`src/core/ttw_consts.vh`:
```
// Constants for the tick timer, watchdog and prescalers
`ifndef TTW_CONSTS_VH
`define TTW_CONSTS_VH
`define TTW_WDC_ENABLE_BIT   7
`define TTW_WDC_EXTINT_BIT   6
`define TTW_WDC_PSEN_BIT     3
`define TTW_WDC_WMASK        8'hCF
`define TTW_CTL_SRC_BIT      5
`define TTW_CTL_EDGE_BIT     4
`define TTW_CTL_PSEN_BIT     3
`define TTW_IMR_TICK_BIT     0
`define TTW_IMR_WMASK        8'hC7
`define TTW_PSEL_HI          2
`define TTW_PSEL_LO          0
`define TTW_PSEL_W           3
`define TTW_BYTE_ZERO        8'h00
`define TTW_BYTE_MAX         8'hFF
`define TTW_BYTE_ONE         8'h01
`define TTW_CLK_NS           5
`define TTW_WDT_TIMEOUT_MS   18
`define TTW_WDT_CNT_W        22
// Eighteen milliseconds of 5 ns core cycles
`define TTW_WDT_TIMEOUT_CYC  22'h36EE80
`define TTW_WDT_CNT_ONE      22'h000001
`define TTW_WDT_CNT_ZERO     22'h000000
`endif

```
`src/core/ttw_prescaler.v`:
```
// Eight-bit prescaler with 1:1 bypass and 1:2..1:256 ratio select
`timescale 1ns/1ps
`include "ttw_consts.vh"
module ttw_prescaler (
  // Clock and reset
  input  wire       core_clk,
  input  wire       srst,
  // Control
  input  wire       clear,
  input  wire       tick_in,
  input  wire       enable,
  input  wire [2:0] select,
  // Output
  output wire       tick_out
);
  reg  [7:0] count_q;
  wire [7:0] next_count;
  wire [7:0] tap_mask;
  wire       wrap;

  assign next_count = count_q + `TTW_BYTE_ONE;
  // Ratio 2^(select+1): wrap when low select+1 bits are all ones
  genvar i;
  generate
    for (i = 0; i < 8; i = i + 1) begin : g_mask
      assign tap_mask[i] = (i <= select);
    end
  endgenerate
  assign wrap     = ((count_q & tap_mask) == tap_mask);  // [RULE3]
  assign tick_out = enable ? (tick_in & wrap) : tick_in;  // [RULE2]

  always @(posedge core_clk) begin
    if (srst || clear) begin
      count_q <= `TTW_BYTE_ZERO;
    end else if (enable && tick_in) begin
      count_q <= wrap ? `TTW_BYTE_ZERO : next_count;  // [RULE7]
    end
  end
endmodule // ttw_prescaler

```
`src/core/ttw_watchdog.v`:
```
// Watchdog counter running from the on-chip RC tick
`timescale 1ns/1ps
`include "ttw_consts.vh"
module ttw_watchdog #(
  parameter [`TTW_WDT_CNT_W-1:0] TIMEOUT_CYCLES = `TTW_WDT_TIMEOUT_CYC
) (
  // Clock and reset
  input  wire core_clk,
  input  wire srst,
  // Control
  input  wire clear,
  input  wire enable,
  input  wire step,
  // Result
  output reg  timeout_q
);
  reg  [`TTW_WDT_CNT_W-1:0] count_q;
  wire                      at_end;

  assign at_end = (count_q >= TIMEOUT_CYCLES - `TTW_WDT_CNT_ONE);

  always @(posedge core_clk) begin
    if (srst || clear) begin
      count_q   <= `TTW_WDT_CNT_ZERO;  // [RULE19]
      timeout_q <= 1'b0;
    end else if (enable && step) begin  // [RULE1]
      if (at_end) begin
        count_q   <= `TTW_WDT_CNT_ZERO;
        timeout_q <= 1'b1;  // [RULE16]
      end else begin
        count_q   <= count_q + `TTW_WDT_CNT_ONE;
        timeout_q <= 1'b0;
      end
    end else begin
      timeout_q <= 1'b0;
    end
  end
endmodule // ttw_watchdog

```
`src/core/ttw_top.v`:
```
// Tick timer, watchdog and their prescalers as seen by the core
`timescale 1ns/1ps
`include "ttw_consts.vh"
// Behaviour
// [RULE1] Watchdog counts only while enable bit set
// [RULE2] Watchdog prescaler bypassed when its enable clear
// [RULE3] Ratio is two to the select plus one
// [RULE4] Select bit picks port bit or interrupt
// [RULE5] Software sets pin direction to input first
// [RULE6] Watchdog control bits five, four read zero
// [RULE7] Two separate eight bit prescalers
// [RULE8] Tick counter write clears tick prescaler
// [RULE9] Clear and sleep clear watchdog, prescaler
// [RULE10] Eight bit tick counter, internal or external
// [RULE11] Bank0 bit picks internal tick clock
// [RULE12] External mode counts selected pin edge
// [RULE13] External pin levels last over one clock
// [RULE14] Tick counter halts during sleep
// [RULE15] Watchdog runs from RC tick in sleep
// [RULE16] Enabled watchdog time-out resets device
// [RULE17] Unscaled time-out about eighteen milliseconds
// [RULE18] Tick interrupt needs mask bit and global
// [RULE19] Any reset clears watchdog and prescaler
// [RULE20] Sleep entry clears watchdog, keeps it running
// [RULE21] Wrap sets overflow flag regardless of enable
// [RULE22] Tick prescaler uses same ratio encoding
module ttw_top #(
  parameter [`TTW_WDT_CNT_W-1:0] WDT_TIMEOUT_CYCLES =
    `TTW_WDT_TIMEOUT_CYC
) (
  // Clock and reset
  input  wire       core_clk,
  input  wire       srst,
  // Core register writes
  input  wire       wdc_wr,
  input  wire       imr_wr,
  input  wire       ctl_wr,
  input  wire       tick_wr,
  input  wire       flag_clr,
  input  wire [7:0] wr_data,
  // Instructions
  input  wire       clear_watchdog_instr,
  input  wire       sleep_instr,
  input  wire       global_int_on_instr,
  input  wire       global_int_off_instr,
  input  wire       sleep_active,
  // Clock sources
  input  wire       bank0_clock_sel_bit,
  input  wire       instr_clk_tick,
  input  wire       alt_clk_tick,
  input  wire       rc_osc_tick,
  input  wire       tick_pin,
  // Pins
  input  wire       port6_bit0_pin,
  input  wire       port6_direction,
  // Register views
  output reg  [7:0] watchdog_control_q,
  output reg  [7:0] interrupt_mask_one_q,
  output reg  [7:0] core_control_byte_q,
  output reg  [7:0] tick_counter_q,
  output reg        tick_overflow_flag_q,
  output reg        global_int_q,
  output reg        port6_data_q,
  output reg        ext_int_q,
  output reg        tick_int_req_q,
  output reg        wdt_reset_q
);
  reg  tick_pin_q;
  wire tick_source_clock;
  wire ext_edge;
  wire raw_tick;
  wire scaled_tick;
  wire wdt_step;
  wire wdt_timeout;
  wire wdt_clear;
  wire tick_wrap;
  wire watchdog_enable;
  wire ext_int_select;
  wire wdt_prescale_enable;
  wire tick_int_enable;

  assign watchdog_enable     = watchdog_control_q[`TTW_WDC_ENABLE_BIT];
  assign ext_int_select      = watchdog_control_q[`TTW_WDC_EXTINT_BIT];
  assign wdt_prescale_enable = watchdog_control_q[`TTW_WDC_PSEN_BIT];
  assign tick_int_enable     = interrupt_mask_one_q[`TTW_IMR_TICK_BIT];

  // Internal source choice
  assign tick_source_clock = bank0_clock_sel_bit ?
                             alt_clk_tick : instr_clk_tick;  // [RULE11]
  // Pin treated as synchronous; edge found against last sample
  assign ext_edge = core_control_byte_q[`TTW_CTL_EDGE_BIT] ?
                    (tick_pin_q & ~tick_pin) :
                    (~tick_pin_q & tick_pin);  // [RULE12] [RULE13]
  assign raw_tick = (core_control_byte_q[`TTW_CTL_SRC_BIT] ?
                    ext_edge : tick_source_clock) &
                    ~sleep_active;  // [RULE10] [RULE14]

  ttw_prescaler u_tick_ps (
    .core_clk (core_clk),
    .srst     (srst),
    .clear    (tick_wr),  // [RULE8]
    .tick_in  (raw_tick),
    .enable   (core_control_byte_q[`TTW_CTL_PSEN_BIT]),
    .select   (core_control_byte_q[`TTW_PSEL_HI:`TTW_PSEL_LO]),  // [RULE22]
    .tick_out (scaled_tick)
  );

  // Sleep entry and clear instruction restart the watchdog
  assign wdt_clear = clear_watchdog_instr | sleep_instr;  // [RULE9] [RULE20]

  ttw_prescaler u_wdt_ps (
    .core_clk (core_clk),
    .srst     (srst),
    .clear    (wdt_clear),
    .tick_in  (rc_osc_tick),  // [RULE15]
    .enable   (wdt_prescale_enable),  // [RULE2]
    .select   (watchdog_control_q[`TTW_PSEL_HI:`TTW_PSEL_LO]),  // [RULE3]
    .tick_out (wdt_step)
  );

  // Step count is per RC tick; 18 ms maps via core clock rate
  ttw_watchdog #(
    .TIMEOUT_CYCLES (WDT_TIMEOUT_CYCLES)  // [RULE17]
  ) u_wdt (
    .core_clk  (core_clk),
    .srst      (srst),
    .clear     (wdt_clear),
    .enable    (watchdog_enable),  // [RULE1]
    .step      (wdt_step),
    .timeout_q (wdt_timeout)
  );

  assign tick_wrap = scaled_tick && (tick_counter_q == `TTW_BYTE_MAX);

  always @(posedge core_clk) begin
    if (srst) begin
      watchdog_control_q   <= `TTW_BYTE_ZERO;
      interrupt_mask_one_q <= `TTW_BYTE_ZERO;
      core_control_byte_q  <= `TTW_BYTE_ZERO;
      tick_counter_q       <= `TTW_BYTE_ZERO;
      tick_overflow_flag_q <= 1'b0;
      global_int_q         <= 1'b0;
      port6_data_q         <= 1'b0;
      ext_int_q            <= 1'b0;
      tick_int_req_q       <= 1'b0;
      wdt_reset_q          <= 1'b0;
      tick_pin_q           <= 1'b0;
    end else begin
      tick_pin_q <= tick_pin;
      if (wdc_wr) begin
        watchdog_control_q <= wr_data & `TTW_WDC_WMASK;  // [RULE6]
      end
      if (imr_wr) begin
        interrupt_mask_one_q <= wr_data & `TTW_IMR_WMASK;
      end
      if (ctl_wr) begin
        core_control_byte_q <= wr_data;
      end
      // Software write wins over a coincident count
      if (tick_wr) begin
        tick_counter_q <= wr_data;
      end else if (scaled_tick) begin
        tick_counter_q <= tick_counter_q + `TTW_BYTE_ONE;  // [RULE10]
      end
      // Set wins over clear
      if (tick_wrap) begin
        tick_overflow_flag_q <= 1'b1;  // [RULE21]
      end else if (flag_clr) begin
        tick_overflow_flag_q <= 1'b0;
      end
      if (global_int_on_instr) begin
        global_int_q <= 1'b1;
      end else if (global_int_off_instr) begin
        global_int_q <= 1'b0;
      end
      tick_int_req_q <= tick_overflow_flag_q & tick_int_enable &
                        global_int_q;  // [RULE18]
      // Pin level stays readable in both functions
      port6_data_q <= port6_bit0_pin;  // [RULE4]
      // Direction input needed; masked otherwise
      ext_int_q <= ext_int_select & port6_direction &
                   ~port6_bit0_pin;  // [RULE4] [RULE5]
      wdt_reset_q <= wdt_timeout;  // [RULE16]
    end
  end
endmodule // ttw_top

```
`config.mk`:
```
export PLATFORM = sky130hd
export DESIGN_NAME = ttw_top
export DESIGN_NICKNAME = d
export VERILOG_FILES = /design/src/core/ttw_prescaler.v /design/src/core/ttw_watchdog.v /design/src/core/ttw_top.v
export VERILOG_INCLUDE_DIRS = /design/src /design/src/core
export SDC_FILE = /design/constraint.sdc
export NUM_CORES = 1
export LEC_CHECK = 0
export ABC_AREA = 1
export BUFFER_PORTS_ARGS = -buffer_cell sky130_fd_sc_hd__buf_2
export CAP_MARGIN = 20
export CORE_UTILIZATION = 32
export DETAILED_ROUTE_END_ITERATION = 8
export SYNTH_ARGS = -nofsm -noshare
export SYNTH_HDL_FRONTEND = slang
export SYNTH_SLANG_ARGS = --single-unit
```
`constraint.sdc`:
```
create_clock -name core_clk -period 2.2 [get_ports core_clk]
set_clock_uncertainty 0.1 [all_clocks]
set_input_delay 0.22 -clock core_clk [delete_from_list [all_inputs] [get_ports core_clk]]
set_output_delay 0.22 -clock core_clk [all_outputs]
set_load 0.02 [all_outputs]
```
# [After elaboration in Yosys (flattened, before gate mapping)]
# Index checks and enable logic that the tools add are counted.
# Widths: inputs -> output; s select.
[word_totals] reg_bits=73 output_inout_bits=38 word_cells=79
[classes] add_sub_neg=4 n_lt_le_gt_ge=15 eq_ne=3 muxes=15 bitwise_logic=17 reduce_logical=10
[ops] cell="$mux 8" count=4
[ops] cell="$add 8x1->8 const B" count=3
[ops] cell="$le 3x3->1 const A" count=8
[ops] cell="$add 22x1->22 const B" count=1
[ops] cell="$ge 22x22->1 const B" count=1
[ops] cell="$mux 22" count=1
[ops] cell="$and 8x8->8" count=2
[ops] cell="$eq 8x8->1" count=2
[ops] cell="$le 2x3->1 const A" count=4
[ops] cell="$mux 1" count=10
[ops] cell="$and 1x1->1" count=9
[ops] cell="$eq 8x8->1 const B" count=1
[ops] cell="$le 1x3->1 const A" count=2
[ops] cell="$reduce_bool 2->1" count=3
[ops] cell="$not 1->1" count=5
[ops] cell="$logic_and 1x1->1" count=4
[ops] cell="$logic_or 1x1->1" count=2
[ops] cell="$reduce_or 2->1" count=1
[ops] cell="$or 1x1->1" count=1

# [Logic depth before layout (Yosys ltp)]
# Gate-level depths: netlist (run 1).
[depth] word_depth=9 ltp_mapped=13 ltp_nobuf=12

# [By module]
# Synthesis (run 1) repeated with hierarchy kept, for this count alone.
[hier_totals] hier_cells=535 area_unflattened_um2=3865.0
[by_module_without_submodules] module="ttw_top" instances=1 cells_each=183 area_each_um2=1422.6 seq_area_each_um2=680.7
[by_module_without_submodules] module="ttw_watchdog" instances=1 cells_each=190 area_each_um2=1313.8 seq_area_each_um2=460.4
[by_module_without_submodules] module="ttw_prescaler" instances=2 cells_each=81 area_each_um2=564.3 seq_area_each_um2=160.2

# [Worst setup path after synthesis (run 1)]
# OpenSTA, ideal clock, no wires.
[synth_path] path_kind="register -> register" startpoint="register u_wdt.count_q[0]" endpoint="register u_wdt.count_q[10]" setup_ns=0.113 arrival_time_ns=1.422 setup_slack_ns=0.565 path_stages_with_launch=10 path_buffers=1 period_less_slack_ns=1.635 cell_sequence="dfxtp_1 ha_1 nand3_2 nor2_1 nand3_1 nand3_2 nand2_4 nand2_4 buf_12 nor2_4"
[synth_via] elab_chain_cells=2 elab_cells_between_ends=3 classes_between="1 x add/sub; 1 x order compare; 1 x mux"
[synth_rtl] item="start, declared" line_no="ttw_watchdog.v:17" text="reg [`TTW_WDT_CNT_W-1:0] count_q;"
[synth_rtl] item="start signal, assigned" line_no="ttw_watchdog.v:24" text="count_q <= `TTW_WDT_CNT_ZERO;"
[synth_rtl] item="start signal, assigned" line_no="ttw_watchdog.v:28" text="count_q <= `TTW_WDT_CNT_ZERO;"
[synth_rtl] item="start signal, assigned" line_no="ttw_watchdog.v:31" text="count_q <= count_q + `TTW_WDT_CNT_ONE;"
[synth_rtl] item="$add 22x1->22 (no line) / $ge 22x22->1 (equally long branches)"
[synth_rtl] item="$mux 22 (*)" line_no="ttw_watchdog.v:27" text="if (at_end) begin"
# Every way passes the cells marked *; elsewhere a longest branch is shown, timed or not.
# A chain may end at the register's enable or synchronous reset.

# [Final worst setup path (run 1)]
[layout_path] startpoint="register u_wdt.count_q[0]" endpoint="register u_wdt.count_q[21]"
# Same word-level chain as after synthesis.

==> run summary, run 1 <==
Outcome: completed
Fmax: 0.5257 GHz
RSZ-0062 raised after global routing: no
H-Tree Depth: 3
Layout fillers: 1248
Core Area: 0.01216 mm²
Via Count: 3834
Mapped Area: 0.004045 mm²
# IOs: 65
Max stage delay on crit path: 0.37 ns
Levels on crit path: 8
Relative slew margins: 63.10%
Reg2Reg Setup Slack: 0.30 ns
Area post-placement: 0.004444 mm²
GP Congestion: 0.8566
Netlist cell types: 38
Post-Route Utilization: 39.39%
Row count: 40
Net Sw Frac: 25.38%
Most used DFF post-synth: dfxtp_1
Int Pwr: 2.467 mW
Post-synth top cells: nand2_1, nor2_1, dfxtp_1
Worst-skew pair later-pin latency: 0.33 ns
Synth Area per Inst: 6.799 µm²
Hold Vio Cnt, Final: 0
Pwr/cell area: 690.0 mW/mm²
Comb power frac: 9.4%
Setup TNS: 0 ns
Setup violators final: 0
P_sw: 0.8389 mW
# DRC: 0
Die area: 0.01309 mm²
Post-synth top area share: 36.13%
IO buf count: 59
Starting Density: 33.26%
Delay-heaviest family, CP: simple AND/OR/NAND/NOR gates
Final Instance Area: 0.004791 mm²
Final period utilization: 86.47%
First-pass GRT wire length: 16300 µm
TritonCTS buffer count: 9
Final critical-path required period: 1.902 ns
Clock-pin slew on the worst setup and hold paths: 0.06 ns
Area growth syn-to-layout: 18.43%
Worst min-delay path class: in -> reg
Reg2reg end: u_wdt.count_q[21]
DR WL/cell: 11.53 µm
1st-iter DRT viols: 169
Max_cap viols: 0
Mapped Cells: 595
Critical path endpoint category: flip-flop
Vias in the first global route: 3590
R2r worst-path depth: 8
Flop and latch count out of synthesis: 73
Antenna fix cells: 0
WP data arrival: 2.02 ns
PostCTS Resize Cnt: 0
Req. time, crit path: 2.31 ns
Reg power frac: 42.4%
Nets: 683
CTS Hold Bufs: 2
Largest net degree at the start of global routing: 23
Worst slew pin tran: 0.5528 ns
Clock Power Share: 48.2%
Post-route ant nets: 0
Crit Path Class: reg -> reg
Critical Path, Cell by Cell: ha_1 > nand3_2 > nor2_1 > nand3_1 > nand3_2 > nand2_4 > nand2_4 > nor2_1
Clock buffer depth: 2
Seq/Total Area, Yosys: 36.13%
Ys Warns: 0
Chip height: 114.4 µm
CTS sink cnt: 73
CP max FO: 12
Drt total wl: 9514 µm
Drt pass-1 iters: 4
CP startpoint kind: flip-flop
Design Power: 3.306 mW
# Post-CTS Setup Buffers: 0
CTS tree: yes
CP startpoint: u_wdt.count_q[0]
GRT Overall Usage: 15.59%
Root buf cell: clkbuf_16
Vias per cell: 4.647
FFs w/ async S/R, synth: 0%
Post-synth EDFFs: 0
Slew Limit Fails: 0
Initial antenna violation count: 0
Final setup margin: 0.2978 ns
Dominant cell type by area after synthesis: dfxtp_1
Layout cells sized above 1: 17.66%
Slowest-stage cell, CP: dfxtp_1
CP Buf/Inv Count: 0
Total congestion overflow: 0
Synth area leaders: dfxtp_1, nand2_1, nor2_1
Die width: 114.4 µm
Count leader, synth: nand2_1
P_leak: 2.003 nW
Worst r2r src: u_wdt.count_q[0]
Place WS: 0.2855 ns
End point of the critical path: u_wdt.count_q[21]
Hpwl dp: 7185 µm
Peak supply drop: 0.0004135 V
power by group through the flow:
stage | logic [mW] | registers [mW] | clock network [mW]
after detailed placement | 0.309 | 1.43 | 0
after global routing | 0.345 | 1.41 | 1.71
final | 0.310 | 1.40 | 1.59
after global placement | 0.306 | 1.43 | 0
after floorplan | 0.180 | 1.46 | 0
after CTS | 0.313 | 1.40 | 1.65
placed cells by master, fill, tap and decap left out, drive strengths merged, types with 3 or more instances in the layout:
| master | instances |
|---|---|
| a21oi | 40 |
| nand2 | 146 |
| buf | 63 |
| nand3 | 41 |
| dfxtp | 73 |
| inv | 69 |
| conb | 5 |
| clkbuf | 9 |
| xnor2 | 3 |
| o21ai | 37 |
| nor3 | 5 |
| xor2 | 14 |
| nor2 | 104 |
| nand4 | 26 |
| ha | 4 |
kinds of logic (layout without fill, tap and decap cells):
group	count (synthesis)	count (layout)	share of synthesized area, %
fa+ha+maj	4	4	1.237
flops	73	73	36.13
mux	1	1	0.2475
buf+inv	91	149	10.05
other cells	1	5	0.09270
simple gates	327	327	38.23
compound gates	81	81	10.33
xor+xnor	17	17	3.681
registers in the layout (all words and copies together) (netlist names):
name / count
u_wdt_ps.count_q: 8
port6_data_q: 1
watchdog_control_q: 6
tick_counter_q: 8
u_wdt.timeout_q: 1
tick_pin_q: 1
wdt_reset_q: 1
u_wdt.count_q: 22
global_int_q: 1
core_control_byte_q: 8
ext_int_q: 1
u_tick_ps.count_q: 8
tick_int_req_q: 1
tick_overflow_flag_q: 1
interrupt_mask_one_q: 5
routing by layer:
| layer | vias up | global-route usage [%] | wire length (µm) |
|---|---|---|---|
| li1 | 2009 | - | - |
| met3 | 10 | 3.812 | 470 |
| met2 | 80 | 26.75 | 4562 |
| met5 | - | 0 | 0 |
| met1 | 1735 | 18.63 | 4328 |
| met4 | 0 | 6.320 | 153 |
worst min-delay path: cells and delay by family:
family          cells  cell delay, ns
buf+inv             1            0.09
simple gates        1            0.07
compound gates      1            0.03
stage by stage:
step | hold slack (ns) | cells
after floorplan | 0.1962 | 599
after global placement | 0.2974 | 807
after detailed placement | 0.2975 | 807
after CTS | 0.01121 | 825
after global routing | 0.01910 | 825
final | 0.02359 | 825
area by class of cell:
cell class                 count  area (µm²)  share of cell area, %
tap                          168       210.2                  4.388
clock inverter                 7       101.3                  2.115
clock buffer                   9       225.2                  4.701
inverter                      68       255.2                  5.328
sequential                    73        1461                  30.50
timing repair buffer          65       345.3                  7.208
multi-input combinational    435        2192                  45.76
how the worst min path moves through the flow:
stage | startpoint | end | slack (ns) | cells after the start
global placement | port6_bit0_pin | ext_int_q | 0.30 | 2
finish | global_int_on_instr | global_int_q | 0.02 | 3
global route | wdc_wr | watchdog_control_q[7] | 0.02 | 2
detailed placement | u_wdt.timeout_q | wdt_reset_q | 0.30 | 2
floorplan | srst | ext_int_q | 0.20 | 1
CTS | port6_direction | ext_int_q | 0.01 | 3
No activity file was read; power rests on OpenSTA's default activity.
==> run 2, diff against run 1 <==
--- a/config.mk
+++ b/config.mk
@@ -11,6 +11,8 @@
 export CAP_MARGIN = 20
 export CORE_UTILIZATION = 32
 export DETAILED_ROUTE_END_ITERATION = 8
+export PLACE_DENSITY = 0.59
+export REMOVE_ABC_BUFFERS = 1
 export SYNTH_ARGS = -nofsm -noshare
 export SYNTH_HDL_FRONTEND = slang
 export SYNTH_SLANG_ARGS = --single-unit
==> run 2 against run 1 <==
  * Sequential share of layout area up 0.26 points
  * Critical path depth unchanged
  * Sequential power about the same
  * Via count down 0.39%
  * Register-to-register slack worse by 0.05 ns
  * Sequential cell count unchanged
  * Core utilization down 0.33 points
  * Maximum frequency down 2.4%
  * Clock power down 14%
  * Die area unchanged
  * Combinational power up 1%
  * Critical endpoint is now u_wdt.count_q[2]
==> run summary, run 2 (synthesis results as in run 1) <==
Outcome: completed
Reg2Reg Setup Slack: 0.25 ns (-0.05 ns)
First-pass GRT wire length: 16610 µm (+1.9%)
Core Area: 0.01216 mm² (unchanged)
Layout fillers: 1281 (+2.6%)
CP startpoint: u_wdt.count_q[0]
Worst-skew pair later-pin latency: 0.33 ns (about the same)
Final critical-path required period: 1.950 ns (+0.04731 ns)
Antenna fix cells: 0 (unchanged)
Setup violators final: 0 (unchanged)
Vias per cell: 4.623 (-0.51%)
Worst r2r src: u_wdt.count_q[0]
R2r worst-path depth: 8 (unchanged)
1st-iter DRT viols: 178 (+5.3%)
Starting Density: 33.26% (unchanged)
RSZ-0062 raised after global routing: no
Setup TNS: 0 ns (unchanged)
Vias in the first global route: 3607 (+0.47%)
Met1 usage: 20.02% (+1.4 points)
CTS tree: yes
Max_cap viols: 0 (unchanged)
Crit Path Class: reg -> reg
Critical path endpoint category: flip-flop
M3 GR Usage: 4.182% (+0.37 points)
IO buf count: 59 (unchanged)
DR WL/cell: 11.69 µm (+1.4%)
Root buf cell: clkbuf_16
Area growth syn-to-layout: 17.45%
Max reg flops: 22 (unchanged)
Final period utilization: 88.62% (+2.2 points)
Req. time, crit path: 2.31 ns (about the same)
TritonCTS buffer count: 9 (unchanged)
WP data arrival: 2.06 ns (+0.04 ns)
Hpwl dp: 7288 µm (+1.4%)
Via Count: 3819 (-0.39%)
Hold Slack: 0.01391 ns (-0.009679 ns)
Non-Filler Instances: 826 (+0.12%)
Clock buffer depth: 2 (unchanged)
Drt total wl: 9655 µm (+1.5%)
Worst slew pin tran: 0.5597 ns (+0.006837 ns)
# DRC: 0 (unchanged)
Final setup margin: 0.2504 ns (-0.04731 ns)
Place WS: 0.2829 ns (-0.002508 ns)
Design Power: 3.088 mW (-6.6%)
Dpl cells: 808 (+0.12%)
Die area: 0.01309 mm² (unchanged)
Busiest layer in global routing: met2
Peak supply drop: 0.0003246 V (-22%)
Post-route ant nets: 0 (unchanged)
Initial antenna violation count: 0 (unchanged)
Nets: 684 (+0.15%)
Most common cell after layout, fill and taps aside: nand2_1
Largest net degree at the start of global routing: 23 (unchanged)
H-Tree Depth: 3 (unchanged)
# IOs: 65 (unchanged)
Row count: 40 (unchanged)
GP Congestion: 0.8874 (+3.6%)
P_leak: 1.994 nW (-0.46%)
Layout cells sized above 1: 17.78% (+0.13 points)
Die width: 114.4 µm (unchanged)
End point of the critical path: u_wdt.count_q[2]
Area post-placement: 0.004452 mm² (+0.17%)
Chip height: 114.4 µm (unchanged)
# Post-CTS Setup Buffers: 0 (unchanged)
Total congestion overflow: 0 (unchanged)
Most frequent cells in the layout: nand2_1, nor2_1, dfxtp_1
CTS sink cnt: 73 (unchanged)
Worst min-delay path class: in -> reg
Grt met2 use: 26.30% (-0.44 points)
CP max FO: 12 (unchanged)
Pwr/cell area: 649.9 mW/mm² (-5.8%)
Clock-pin slew on the worst setup and hold paths: 0.06 ns (about the same)
Post-Route Utilization: 39.06% (-0.33 points)
Reg2reg end: u_wdt.count_q[2]
Relative slew margins: 62.65% (-0.46 points)
Drt pass-1 iters: 4 (unchanged)
Hold Vio Cnt, Final: 0 (unchanged)
GRT Overall Usage: 15.92% (+0.33 points)
Fmax: 0.5129 GHz (-2.4%)
Final Instance Area: 0.004751 mm² (-0.84%)
Top reg by flops: u_wdt.count_q
Slew Limit Fails: 0 (unchanged)
CP startpoint kind: flip-flop
-- run 2: cell count changes in the layout (fill, tap and decap cells not counted) --
cell	before	now
clkbuf_8	0	1
bufinv_16	2	0
buf_4	4	5
clkinvlp_4	2	1
clkinv_2	0	3
inv_6	3	2
-- run 2: worst min path at each step --
stage | depth (start not counted) | start | slack, ns | end
final | 3 | global_int_on_instr | 0.01 | global_int_q
after global routing | 3 | tick_pin | 0.04 | tick_pin_q
after CTS | 3 | global_int_on_instr | 0.01 | global_int_q
after detailed placement | 2 | u_wdt.timeout_q | 0.30 | wdt_reset_q
after global placement | 2 | u_wdt.timeout_q | 0.30 | wdt_reset_q
after floorplan | 1 | srst | 0.19 | tick_counter_q[2]
-- run 2: power by group --
part,switching [mW],internal (mW),leakage [nW]
Combinational,0.212,0.102,1.26
Clock,0.576,0.795,0.139
Sequential,0.0403,1.36,0.595
-- run 2: final cells by class --
| cell class | count | area (µm²) | area share [%] |
|---|---|---|---|
| well taps | 168 | 210.2 | 4.425 |
| clock inverters | 6 | 40.04 | 0.8428 |
| clock buffers | 10 | 239.0 | 5.030 |
| flip-flops and latches | 73 | 1461 | 30.76 |
| inverters | 68 | 255.2 | 5.373 |
| repair buffers | 66 | 352.8 | 7.427 |
| multi-input cells | 435 | 2192 | 46.14 |
-- run 2: worst max-delay path, stage by stage, from the launching register on --
cell     delay (ns)
dfxtp_1        0.38
ha_1           0.27
nand3_2        0.16
nor2_1         0.24
nand3_1        0.13
nand3_2        0.10
nand2_4        0.07
nand2_4        0.28
nor2_1         0.09
-- run 2: what timing repair did --
item                       CTS  global route
hold buffers                 2             0
setup endpoints to repair    0             0
gates resized for setup      0             0
hold endpoints to repair     2             0
-- run 2: metal layers --
metal | part of all wire, % | wire length, µm
met1 | 48 | 4634
met2 | 46 | 4410
met3 | 5.0 | 480
met4 | 1.3 | 129
met5 | 0 | 0
